### config.mk
export PLATFORM = sky130hd
export DESIGN_NAME = fpc_host
export DESIGN_NICKNAME = d
export VERILOG_FILES = /design/src/core/fpc_pkg.sv /design/src/core/fpc_host.sv /design/src/core/fpc_timer.sv
export VERILOG_INCLUDE_DIRS = /design/src /design/src/core
export SDC_FILE = /design/constraint.sdc
export NUM_CORES = 1
export LEC_CHECK = 0
export BUFFER_PORTS_ARGS = -buffer_cell sky130_fd_sc_hd__buf_2
export CAP_MARGIN = 40
export CELL_PAD_IN_SITES_DETAIL_PLACEMENT = 1
export CELL_PAD_IN_SITES_GLOBAL_PLACEMENT = 2
export CORE_UTILIZATION = 25
export CTS_CLUSTER_SIZE = 40
export DETAILED_ROUTE_END_ITERATION = 8
export PLACE_DENSITY = 0.74
export SYNTH_ARGS = -nofsm -noshare
export SYNTH_HDL_FRONTEND = slang
export SYNTH_SLANG_ARGS = --single-unit
export TNS_END_PERCENT = 50
### constraint.sdc
create_clock -name mclk -period 2.5 [get_ports mclk]
set_input_delay 0.5 -clock mclk [delete_from_list [all_inputs] [get_ports mclk]]
set_output_delay 0.5 -clock mclk [all_outputs]
set_load 0.05 [all_outputs]
### src/core/fpc_params.svh
// Timing constants and command codes for the flash bus host controller
`ifndef FPC_PARAMS_SVH
`define FPC_PARAMS_SVH
`define FPC_CLK_PERIOD_PS 8000
`define FPC_PD_LOW_MIN_NS 100
`define FPC_PD_LOW_CYC ((`FPC_PD_LOW_MIN_NS * 1000 + `FPC_CLK_PERIOD_PS - 1) / `FPC_CLK_PERIOD_PS)
`define FPC_WAKE_OUT_NS 150
`define FPC_WAKE_OUT_CYC ((`FPC_WAKE_OUT_NS * 1000 + `FPC_CLK_PERIOD_PS - 1) / `FPC_CLK_PERIOD_PS)
`define FPC_WAKE_CMD_NS 100
`define FPC_WAKE_CMD_CYC ((`FPC_WAKE_CMD_NS * 1000 + `FPC_CLK_PERIOD_PS - 1) / `FPC_CLK_PERIOD_PS)
`define FPC_CMD_READ_ARRAY 8'hff
`define FPC_CMD_READ_ID 8'h90
`define FPC_CMD_QUERY 8'h98
`define FPC_QUERY_DATA_W 8
`endif

### src/core/fpc_pkg.sv
// Types shared by the flash bus host controller
package fpc_pkg;
  typedef enum logic [1:0] {
    FPC_OP_READ,
    FPC_OP_WRITE,
    FPC_OP_PWRDN
  } fpc_op_t;

  typedef struct packed {
    fpc_op_t op;
    logic [1:0] bank;
    logic [20:0] addr;
    logic [15:0] wdata;
  } fpc_req_t;
endpackage : fpc_pkg

### src/core/fpc_host.sv
// Host-side controller driving an asynchronous dual-bank parallel flash
`timescale 1ns/1ps
`include "fpc_params.svh"

// Function
// Low reset pin puts device in power-down
// Power-down floats data and deselects device
// Hold reset pin low at least 100 ns
// Wake-up returns read array, status 80H
// Wait wake-up interval before reading data
// Reset pin low aborts embedded operations
// Busy indicator low until abort completes
// Wait recovery interval before next command
// Tie flash reset pin to CPU reset
// Identifier mode returns maker, device, block codes
// Block code shows lock and erase state
// Query data appears on low eight lines
// Command write needs write and bank enable
// Capture on first rising edge of enables
// Supply block or location address per command
// Commands select what reads return
// Read drives bank and output enable low
// Output enable high floats data lines
// Never both banks, never read and write
// Deselected device finishes embedded operation
module fpc_host #(
  parameter int SETUP_CYC = 2,
  parameter int PULSE_CYC = 4,
  parameter int HOLD_CYC = 1
) (
  input wire logic mclk, // System clock
  input wire logic rst_n, // Async reset, active low
  input wire logic req_valid, // Request strobe
  input wire fpc_pkg::fpc_req_t req, // Request fields
  output logic req_ready, // Idle and may take a request
  output logic rsp_valid, // Read data valid pulse
  output logic [15:0] rsp_data, // Read data
  output logic query_mode, // Last command selected query reads
  output logic pd_active, // Flash held in power-down
  output logic [20:0] addr, // Flash address
  output logic bank0_select_n, // Bank 0 enable
  output logic bank1_low_select_n, // Bank 1 low enable
  output logic bank1_high_select_n, // Bank 1 high enable
  output logic oe_n, // Output enable
  output logic we_n, // Write enable
  output logic reset_powerdown_n, // Reset and power-down pin
  output logic [15:0] data_lines_o, // Data out
  output logic data_lines_oe, // Data drive enable
  input wire logic [15:0] data_lines_i, // Data in
  input wire logic busy_indicator // Low while embedded op runs
);
  initial begin
    if (SETUP_CYC < 1 || PULSE_CYC < 1 || HOLD_CYC < 1 ||
        SETUP_CYC > 255 || PULSE_CYC > 255 || HOLD_CYC > 255) $error("fpc_host cycle counts");
  end

  localparam int TW = 8;

  typedef enum logic [2:0] {
    ST_BOOT, ST_WAKE, ST_IDLE, ST_SETUP, ST_PULSE, ST_HOLD, ST_PD, ST_PDHOLD
  } fpc_state_t;

  fpc_state_t st_r, st_nxt;
  fpc_pkg::fpc_req_t cur_r, cur_nxt;
  logic [7:0] ph_r, ph_nxt;
  logic cmd_ok_r, cmd_ok_nxt;
  logic [20:0] addr_nxt;
  logic b0_nxt, b1l_nxt, b1h_nxt, oe_nxt, we_nxt, rp_nxt, doe_nxt;
  logic [15:0] dout_nxt, rdata_nxt;
  logic rv_nxt, rdy_nxt, qm_nxt, pda_nxt;
  logic t_load;
  logic [TW-1:0] t_cnt;
  logic t_busy;

  fpc_timer #(.WIDTH(TW)) u_timer (
    .mclk(mclk),
    .rst_n(rst_n),
    .load(t_load),
    .count(t_cnt),
    .busy(t_busy)
  );

  // ---------------------------------------------------------------
  // Bus sequencer
  // ---------------------------------------------------------------
  // Next state and pin values; one bank decoded, never two
  always_comb begin
    st_nxt = st_r;
    cur_nxt = cur_r;
    ph_nxt = ph_r;
    cmd_ok_nxt = cmd_ok_r;
    addr_nxt = addr;
    b0_nxt = 1'b1;
    b1l_nxt = 1'b1;
    b1h_nxt = 1'b1;
    oe_nxt = 1'b1;
    we_nxt = 1'b1;
    rp_nxt = 1'b1;
    doe_nxt = 1'b0;
    dout_nxt = data_lines_o;
    rdata_nxt = rsp_data;
    rv_nxt = 1'b0;
    rdy_nxt = 1'b0;
    qm_nxt = query_mode;
    pda_nxt = 1'b0;
    t_load = 1'b0;
    t_cnt = '0;
    case (st_r)
      ST_WAKE: begin
        // Recovery spent and any aborted operation has let go of the busy pin
        if (!t_busy && busy_indicator) begin
          st_nxt = ST_IDLE;
          rdy_nxt = 1'b1;
          cmd_ok_nxt = 1'b1;
        end
      end
      ST_IDLE: begin
        rdy_nxt = 1'b1;
        if (req_valid) begin
          cur_nxt = req;
          rdy_nxt = 1'b0;
          addr_nxt = req.addr;
          ph_nxt = 8'(SETUP_CYC);
          if (req.op == fpc_pkg::FPC_OP_PWRDN) begin
            // Drive low; aborts any embedded operation in the flash
            st_nxt = ST_PD;
            rp_nxt = 1'b0;
            pda_nxt = 1'b1;
            t_load = 1'b1;
            t_cnt = TW'(`FPC_PD_LOW_CYC);
          end else if (req.op == fpc_pkg::FPC_OP_WRITE && !cmd_ok_r) begin
            // Command blocked until recovery passes; stay ready
            rdy_nxt = 1'b1;
          end else begin
            st_nxt = ST_SETUP;
          end
        end
      end
      ST_SETUP: begin
        // Address stable before strobes
        if (ph_r > 8'd1) begin
          ph_nxt = ph_r - 8'd1;
        end else begin
          st_nxt = ST_PULSE;
          ph_nxt = 8'(PULSE_CYC);
        end
        {b0_nxt, b1l_nxt, b1h_nxt} = 3'b111;
        if (ph_r == 8'd1) begin
          case (cur_r.bank)
            2'd0: b0_nxt = 1'b0;
            2'd1: b1l_nxt = 1'b0;
            2'd2: b1h_nxt = 1'b0;
            default: {b1l_nxt, b1h_nxt} = 2'b00;
          endcase
          oe_nxt = (cur_r.op != fpc_pkg::FPC_OP_READ);
          we_nxt = (cur_r.op != fpc_pkg::FPC_OP_WRITE);
          doe_nxt = (cur_r.op == fpc_pkg::FPC_OP_WRITE);
          dout_nxt = cur_r.wdata;
        end
      end
      ST_PULSE: begin
        b0_nxt = bank0_select_n;
        b1l_nxt = bank1_low_select_n;
        b1h_nxt = bank1_high_select_n;
        oe_nxt = oe_n;
        doe_nxt = data_lines_oe;
        if (ph_r > 8'd1) begin
          ph_nxt = ph_r - 8'd1;
          we_nxt = we_n;
        end else begin
          // Release write enable first so it alone marks the capture edge
          we_nxt = 1'b1;
          st_nxt = ST_HOLD;
          ph_nxt = 8'(HOLD_CYC);
          if (cur_r.op == fpc_pkg::FPC_OP_READ) begin
            // Query data only on low byte; ids and array full width
            rdata_nxt = query_mode ? {8'h00, data_lines_i[7:0]} : data_lines_i;
            rv_nxt = 1'b1;
            oe_nxt = 1'b1;
          end else if (data_lines_o[7:0] == `FPC_CMD_QUERY) begin
            qm_nxt = 1'b1;
          end else if (data_lines_o[7:0] == `FPC_CMD_READ_ARRAY ||
                       data_lines_o[7:0] == `FPC_CMD_READ_ID) begin
            qm_nxt = 1'b0;
          end
        end
      end
      ST_HOLD: begin
        // Data held past the capture edge, then bank released
        doe_nxt = data_lines_oe;
        if (ph_r > 8'd1) begin
          ph_nxt = ph_r - 8'd1;
          b0_nxt = bank0_select_n;
          b1l_nxt = bank1_low_select_n;
          b1h_nxt = bank1_high_select_n;
        end else begin
          doe_nxt = 1'b0;
          st_nxt = ST_IDLE;
          rdy_nxt = 1'b1;
        end
      end
      ST_BOOT: begin
        // Reset release still owes the pin a full minimum low time
        rp_nxt = 1'b0;
        pda_nxt = 1'b1;
        t_load = 1'b1;
        t_cnt = TW'(`FPC_PD_LOW_CYC);
        st_nxt = ST_PD;
      end
      ST_PD: begin
        rp_nxt = 1'b0;
        pda_nxt = 1'b1;
        // Stay down while user keeps asking for power-down
        if (!t_busy && !(req_valid && req.op == fpc_pkg::FPC_OP_PWRDN)) begin
          st_nxt = ST_PDHOLD;
          rp_nxt = 1'b1;
          pda_nxt = 1'b0;
          cmd_ok_nxt = 1'b0;
          qm_nxt = 1'b0;
          t_load = 1'b1;
          t_cnt = TW'(`FPC_WAKE_OUT_CYC);
        end
      end
      ST_PDHOLD: begin
        // Abort may still be settling; wake-up also waits on the busy pin
        if (!t_busy) begin
          st_nxt = ST_WAKE;
          t_load = 1'b1;
          t_cnt = TW'(`FPC_WAKE_CMD_CYC);
        end
      end
      default: st_nxt = ST_IDLE;
    endcase
  end

  // Registered pins; reset holds flash in power-down like CPU reset
  always_ff @(posedge mclk or negedge rst_n) begin
    if (!rst_n) begin
      st_r <= ST_BOOT;
      cur_r <= '0;
      ph_r <= 8'h00;
      cmd_ok_r <= 1'b0;
      addr <= 21'h000000;
      bank0_select_n <= 1'b1;
      bank1_low_select_n <= 1'b1;
      bank1_high_select_n <= 1'b1;
      oe_n <= 1'b1;
      we_n <= 1'b1;
      reset_powerdown_n <= 1'b0;
      data_lines_o <= 16'h0000;
      data_lines_oe <= 1'b0;
      rsp_data <= 16'h0000;
      rsp_valid <= 1'b0;
      req_ready <= 1'b0;
      query_mode <= 1'b0;
      pd_active <= 1'b1;
    end else begin
      st_r <= st_nxt;
      cur_r <= cur_nxt;
      ph_r <= ph_nxt;
      cmd_ok_r <= cmd_ok_nxt;
      addr <= addr_nxt;
      bank0_select_n <= b0_nxt;
      bank1_low_select_n <= b1l_nxt;
      bank1_high_select_n <= b1h_nxt;
      oe_n <= oe_nxt;
      we_n <= we_nxt;
      reset_powerdown_n <= rp_nxt;
      data_lines_o <= dout_nxt;
      data_lines_oe <= doe_nxt;
      rsp_data <= rdata_nxt;
      rsp_valid <= rv_nxt;
      req_ready <= rdy_nxt;
      query_mode <= qm_nxt;
      pd_active <= pda_nxt;
    end
  end

  // ---------------------------------------------------------------
  // Checks
  // ---------------------------------------------------------------
  logic [7:0] pd_low_cnt; // Saturating, so a long hold never wraps
  always_ff @(posedge mclk or negedge rst_n) begin
    if (!rst_n) begin
      pd_low_cnt <= 8'h00;
    end else begin
      pd_low_cnt <= reset_powerdown_n ? 8'h00 : pd_low_cnt + {7'h00, pd_low_cnt != 8'hff};
    end
  end
endmodule : fpc_host

### src/core/fpc_timer.sv
// Down counter that holds busy high for a loaded number of cycles
`timescale 1ns/1ps
module fpc_timer #(
  parameter int WIDTH = 8
) (
  input wire logic mclk, // System clock
  input wire logic rst_n, // Async reset, active low
  input wire logic load, // Start count
  input wire logic [WIDTH-1:0] count, // Cycles to wait
  output logic busy // High while counting
);
  initial begin
    if (WIDTH < 2) $error("fpc_timer WIDTH too small");
  end

  logic [WIDTH-1:0] cnt_r;
  logic [WIDTH-1:0] cnt_nxt;

  // Next count value
  always_comb begin
    cnt_nxt = cnt_r;
    if (load) begin
      cnt_nxt = count;
    end else if (cnt_r != '0) begin
      cnt_nxt = cnt_r - WIDTH'(1);
    end
  end

  // Counter register
  always_ff @(posedge mclk or negedge rst_n) begin
    if (!rst_n) begin
      cnt_r <= '0;
    end else begin
      cnt_r <= cnt_nxt;
    end
  end

  assign busy = (cnt_r != '0);
endmodule : fpc_timer

==> flow_metrics.env <==
export IMPL_die_height_um=138
export IMPL_cts_sinks=104
export IMPL_timing_rr_start="ph_r[1]"
export IMPL_busiest_layer="met2"
export IMPL_first_pass_iters=4
export IMPL_htreeDepth=3
export IMPL_synth_flop_cell="dfrtp_1"
export IMPL_synthCells=426
export IMPL_cts_made_buffers=9
export IMPL_synth_fp_nets=491
export IMPL_tns_ns=0
export IMPL_cp_max_fo=16
export IMPL_layout_common_cells="buf_2 (123), nand2_1 (104), dfrtp_1 (98)"
export IMPL_powerDensity_nw_per_um2=1140
export IMPL_synth_area_leaders="dfrtp_1 (53%), mux2_2 (10%), nand2_1 (8.5%)"
export IMPL_synth_edf_count=0
export IMPL_drt_iter0_drc=118
export IMPL_crit_path_end="rsp_data[9]"
export IMPL_status="complete, no violations"
export IMPL_worstSetupPathType="reg2reg"
export IMPL_syn_area_per_cell_um2=10.8
export IMPL_ys_seq_area_share_pct=56.5
export IMPL_wl_um=12900
export IMPL_min_period_ns=2.26
export IMPL_layout_nets=624
export IMPL_design_area_um2=5890
export IMPL_insertion_delay_ns=0.35
export IMPL_netlist_area_um2=4620
export IMPL_grt_max_degree=52
export IMPL_clkTransAtPathRegs_ns=0.07
export IMPL_fp_coreArea_um2=18000
export IMPL_track_usage_pct=14.1
export IMPL_diodes=0
export IMPL_drcViolationCount=0
export IMPL_place_gp_congestion=0.798
export IMPL_post_drt_wl_per_cell_um=16.3
export IMPL_r2r_end="rsp_data[9]"
export IMPL_setup_worst_path_end_class="flop"
export IMPL_reg2reg_depth=7
export IMPL_worstSetupStartpointType="flop"
export IMPL_drive_gt1_share_pct=37.8
export IMPL_yosysTopAreaCell="dfrtp_1"
export IMPL_placedInstanceArea_um2=5590
export IMPL_hold_viol=0
export IMPL_async_flop_share_pct=100
export IMPL_ant_nets=0
export IMPL_use_met3_pct=3.73
export IMPL_grt_pass1_wl_um=20400
export IMPL_fmaxAchievable_mhz=442
export IMPL_ys_warn_count=0
export IMPL_rsz0062_at_grt="no"
export IMPL_mostFrequentLayoutCell="buf_2"
export IMPL_initial_utilization_pct=25.6
export IMPL_peakVddDrop_uv=469
export IMPL_crit_arrival_ns=2.51
export IMPL_cts_tree="built"
export IMPL_clock_skew_ns=0.00562
export IMPL_area_growth_pct=27.5
export IMPL_ys_ff_latch=104
export IMPL_worstMarginPinSlew_ns=0.580
export IMPL_via_per_inst=4.70
export IMPL_relSlewSlack_pct=60.9
export IMPL_drv_cap=0
export IMPL_dp_hpwl_um=9520
export IMPL_netlist_area_leader_share_pct=53.1
export IMPL_grt_pass1_vias=3925
export IMPL_min_path_type="in2async"
export IMPL_crit_path_start="ph_r[1]"
export IMPL_drv_slew=0
export IMPL_grt_overflow=0
export IMPL_io_buffers=124
export IMPL_post_route_period_util_pct=90.6
export IMPL_yosysUniqueCellTypes=55
export IMPL_die_area_um2=19000
export IMPL_p_leak_uw=0.00289
export IMPL_fillers=2103
export IMPL_fp_dieW_um=138
export IMPL_grt_util_met2_pct=24.6
export IMPL_setup_violations=0
export IMPL_row_count=49
export IMPL_critPathRequiredTime_ns=2.74
export IMPL_met1_usage_pct=16.7
export IMPL_antenna_found_initial=0
export IMPL_cts_root_buf="clkbuf_16"
export IMPL_vias=3726
export IMPL_reg2reg_slack_ns=0.24
export IMPL_cts_buffer_depth=2
export IMPL_io_pin_count=125
[per-layer routing]
metal  vias to the layer above  part of all wire [%]  wire length, um
met2                        88                    51             6530
met5                         -                     0                0
met1                      1883                    43             5580
met4                         0                   1.2              158
li1                       1741                     -                -
met3                        14                   5.0              639
[cells by family (layout without fill, tap and decap cells)]
kind of cell / after synthesis / count (layout) / share of synthesized area, %
AO/OA/AOI/OAI: 54 / 54 / 7.97
flip-flops: 104 / 104 / 56.5
buffers and inverters: 30 / 168 / 3.06
XOR/XNOR: 5 / 5 / 0.948
adder cells (fa/ha/maj): 4 / 4 / 1.08
AND/OR/NAND/NOR: 184 / 184 / 19.3
multiplexers: 45 / 45 / 11.2
[where the power goes]
group	internal [uW]	leakage (uW)	switching, uW	total (uW)
Clock	803	0.000145	636	1440
Sequential	2180	0.00128	400	2580
Combinational	942	0.00146	1780	2720
Total	3930	0.00289	2810	6740
[critical path, stage by stage (launching register included)]
cell and delay, ns:
dfrtp_1 0.42, inv_1 0.12, ha_1 0.27, nor2_1 0.12
or3_1 0.43, or4_4 0.62, nand2_1 0.12, nand2_1 0.06
[how the worst min path moves through the flow]
stage / from / endpoint / slack, ns / depth (start not counted)
final: rst_n / reset_powerdown_n / 0.09 / 1
after global routing: rst_n / reset_powerdown_n / 0.11 / 1
after CTS: rst_n / reset_powerdown_n / 0.10 / 1
after detailed placement: cur_r[37] / bank1_low_select_n / 0.43 / 1
after global placement: cur_r[37] / bank1_low_select_n / 0.42 / 1
after floorplan: rst_n / addr[0] / 0.20 / 0
[Yosys cell counts (6+ instances only)]
cell type	count
clkbuf_1	11
dfrtp_1	98
o21ai_0	6
nor2_1	22
nand2_1	104
dfstp_2	6
nand3b_1	11
mux2_2	41
a21oi_1	14
inv_1	10
nor3_1	8
a31oi_1	7
[flip-flops by register name, indices dropped and copies added, names as in the netlist]
name,flops
bank1_low_select_n,1
we_n,1
data_lines_oe,1
reset_powerdown_n,1
cmd_ok_r,1
ph_r,8
oe_n,1
query_mode,1
rsp_data,16
pd_active,1
req_ready,1
addr,21
data_lines_o,16
st_r,3
rsp_valid,1
bank1_high_select_n,1
u_timer.cnt_r,8
cur_r,20
bank0_select_n,1
[area by class of cell]
cell class / instances / area (um^2) / area share (%)
multi-input combinational: 292 / 1870 / 31.8
tap: 229 / 287 / 4.87
inverter: 10 / 37.5 / 0.637
clock inverter: 5 / 56.3 / 0.956
sequential: 104 / 2610 / 44.3
timing repair buffer: 142 / 783 / 13.3
clock buffer: 11 / 243 / 4.12
[stage by stage]
step	setup WS [ns]	total power [uW]	util (%)	std cells	hold WS, ns
floorplan	0.219	4510	-	426	0.204
global placement	0.284	5230	31.0	777	0.421
detailed placement	0.131	5350	31.0	777	0.429
CTS	0.116	6830	32.6	793	0.102
global route	0.0603	7180	32.7	793	0.111
finish	0.236	6740	32.7	793	0.0871
[what timing repair did]
item                       in CTS  in global routing
setup endpoints to repair       0                  1
gates resized for setup         0                  1
hold buffers                    0                  0
setup buffers                   0                  0
No activity file was read; power rests on OpenSTA's default activity.
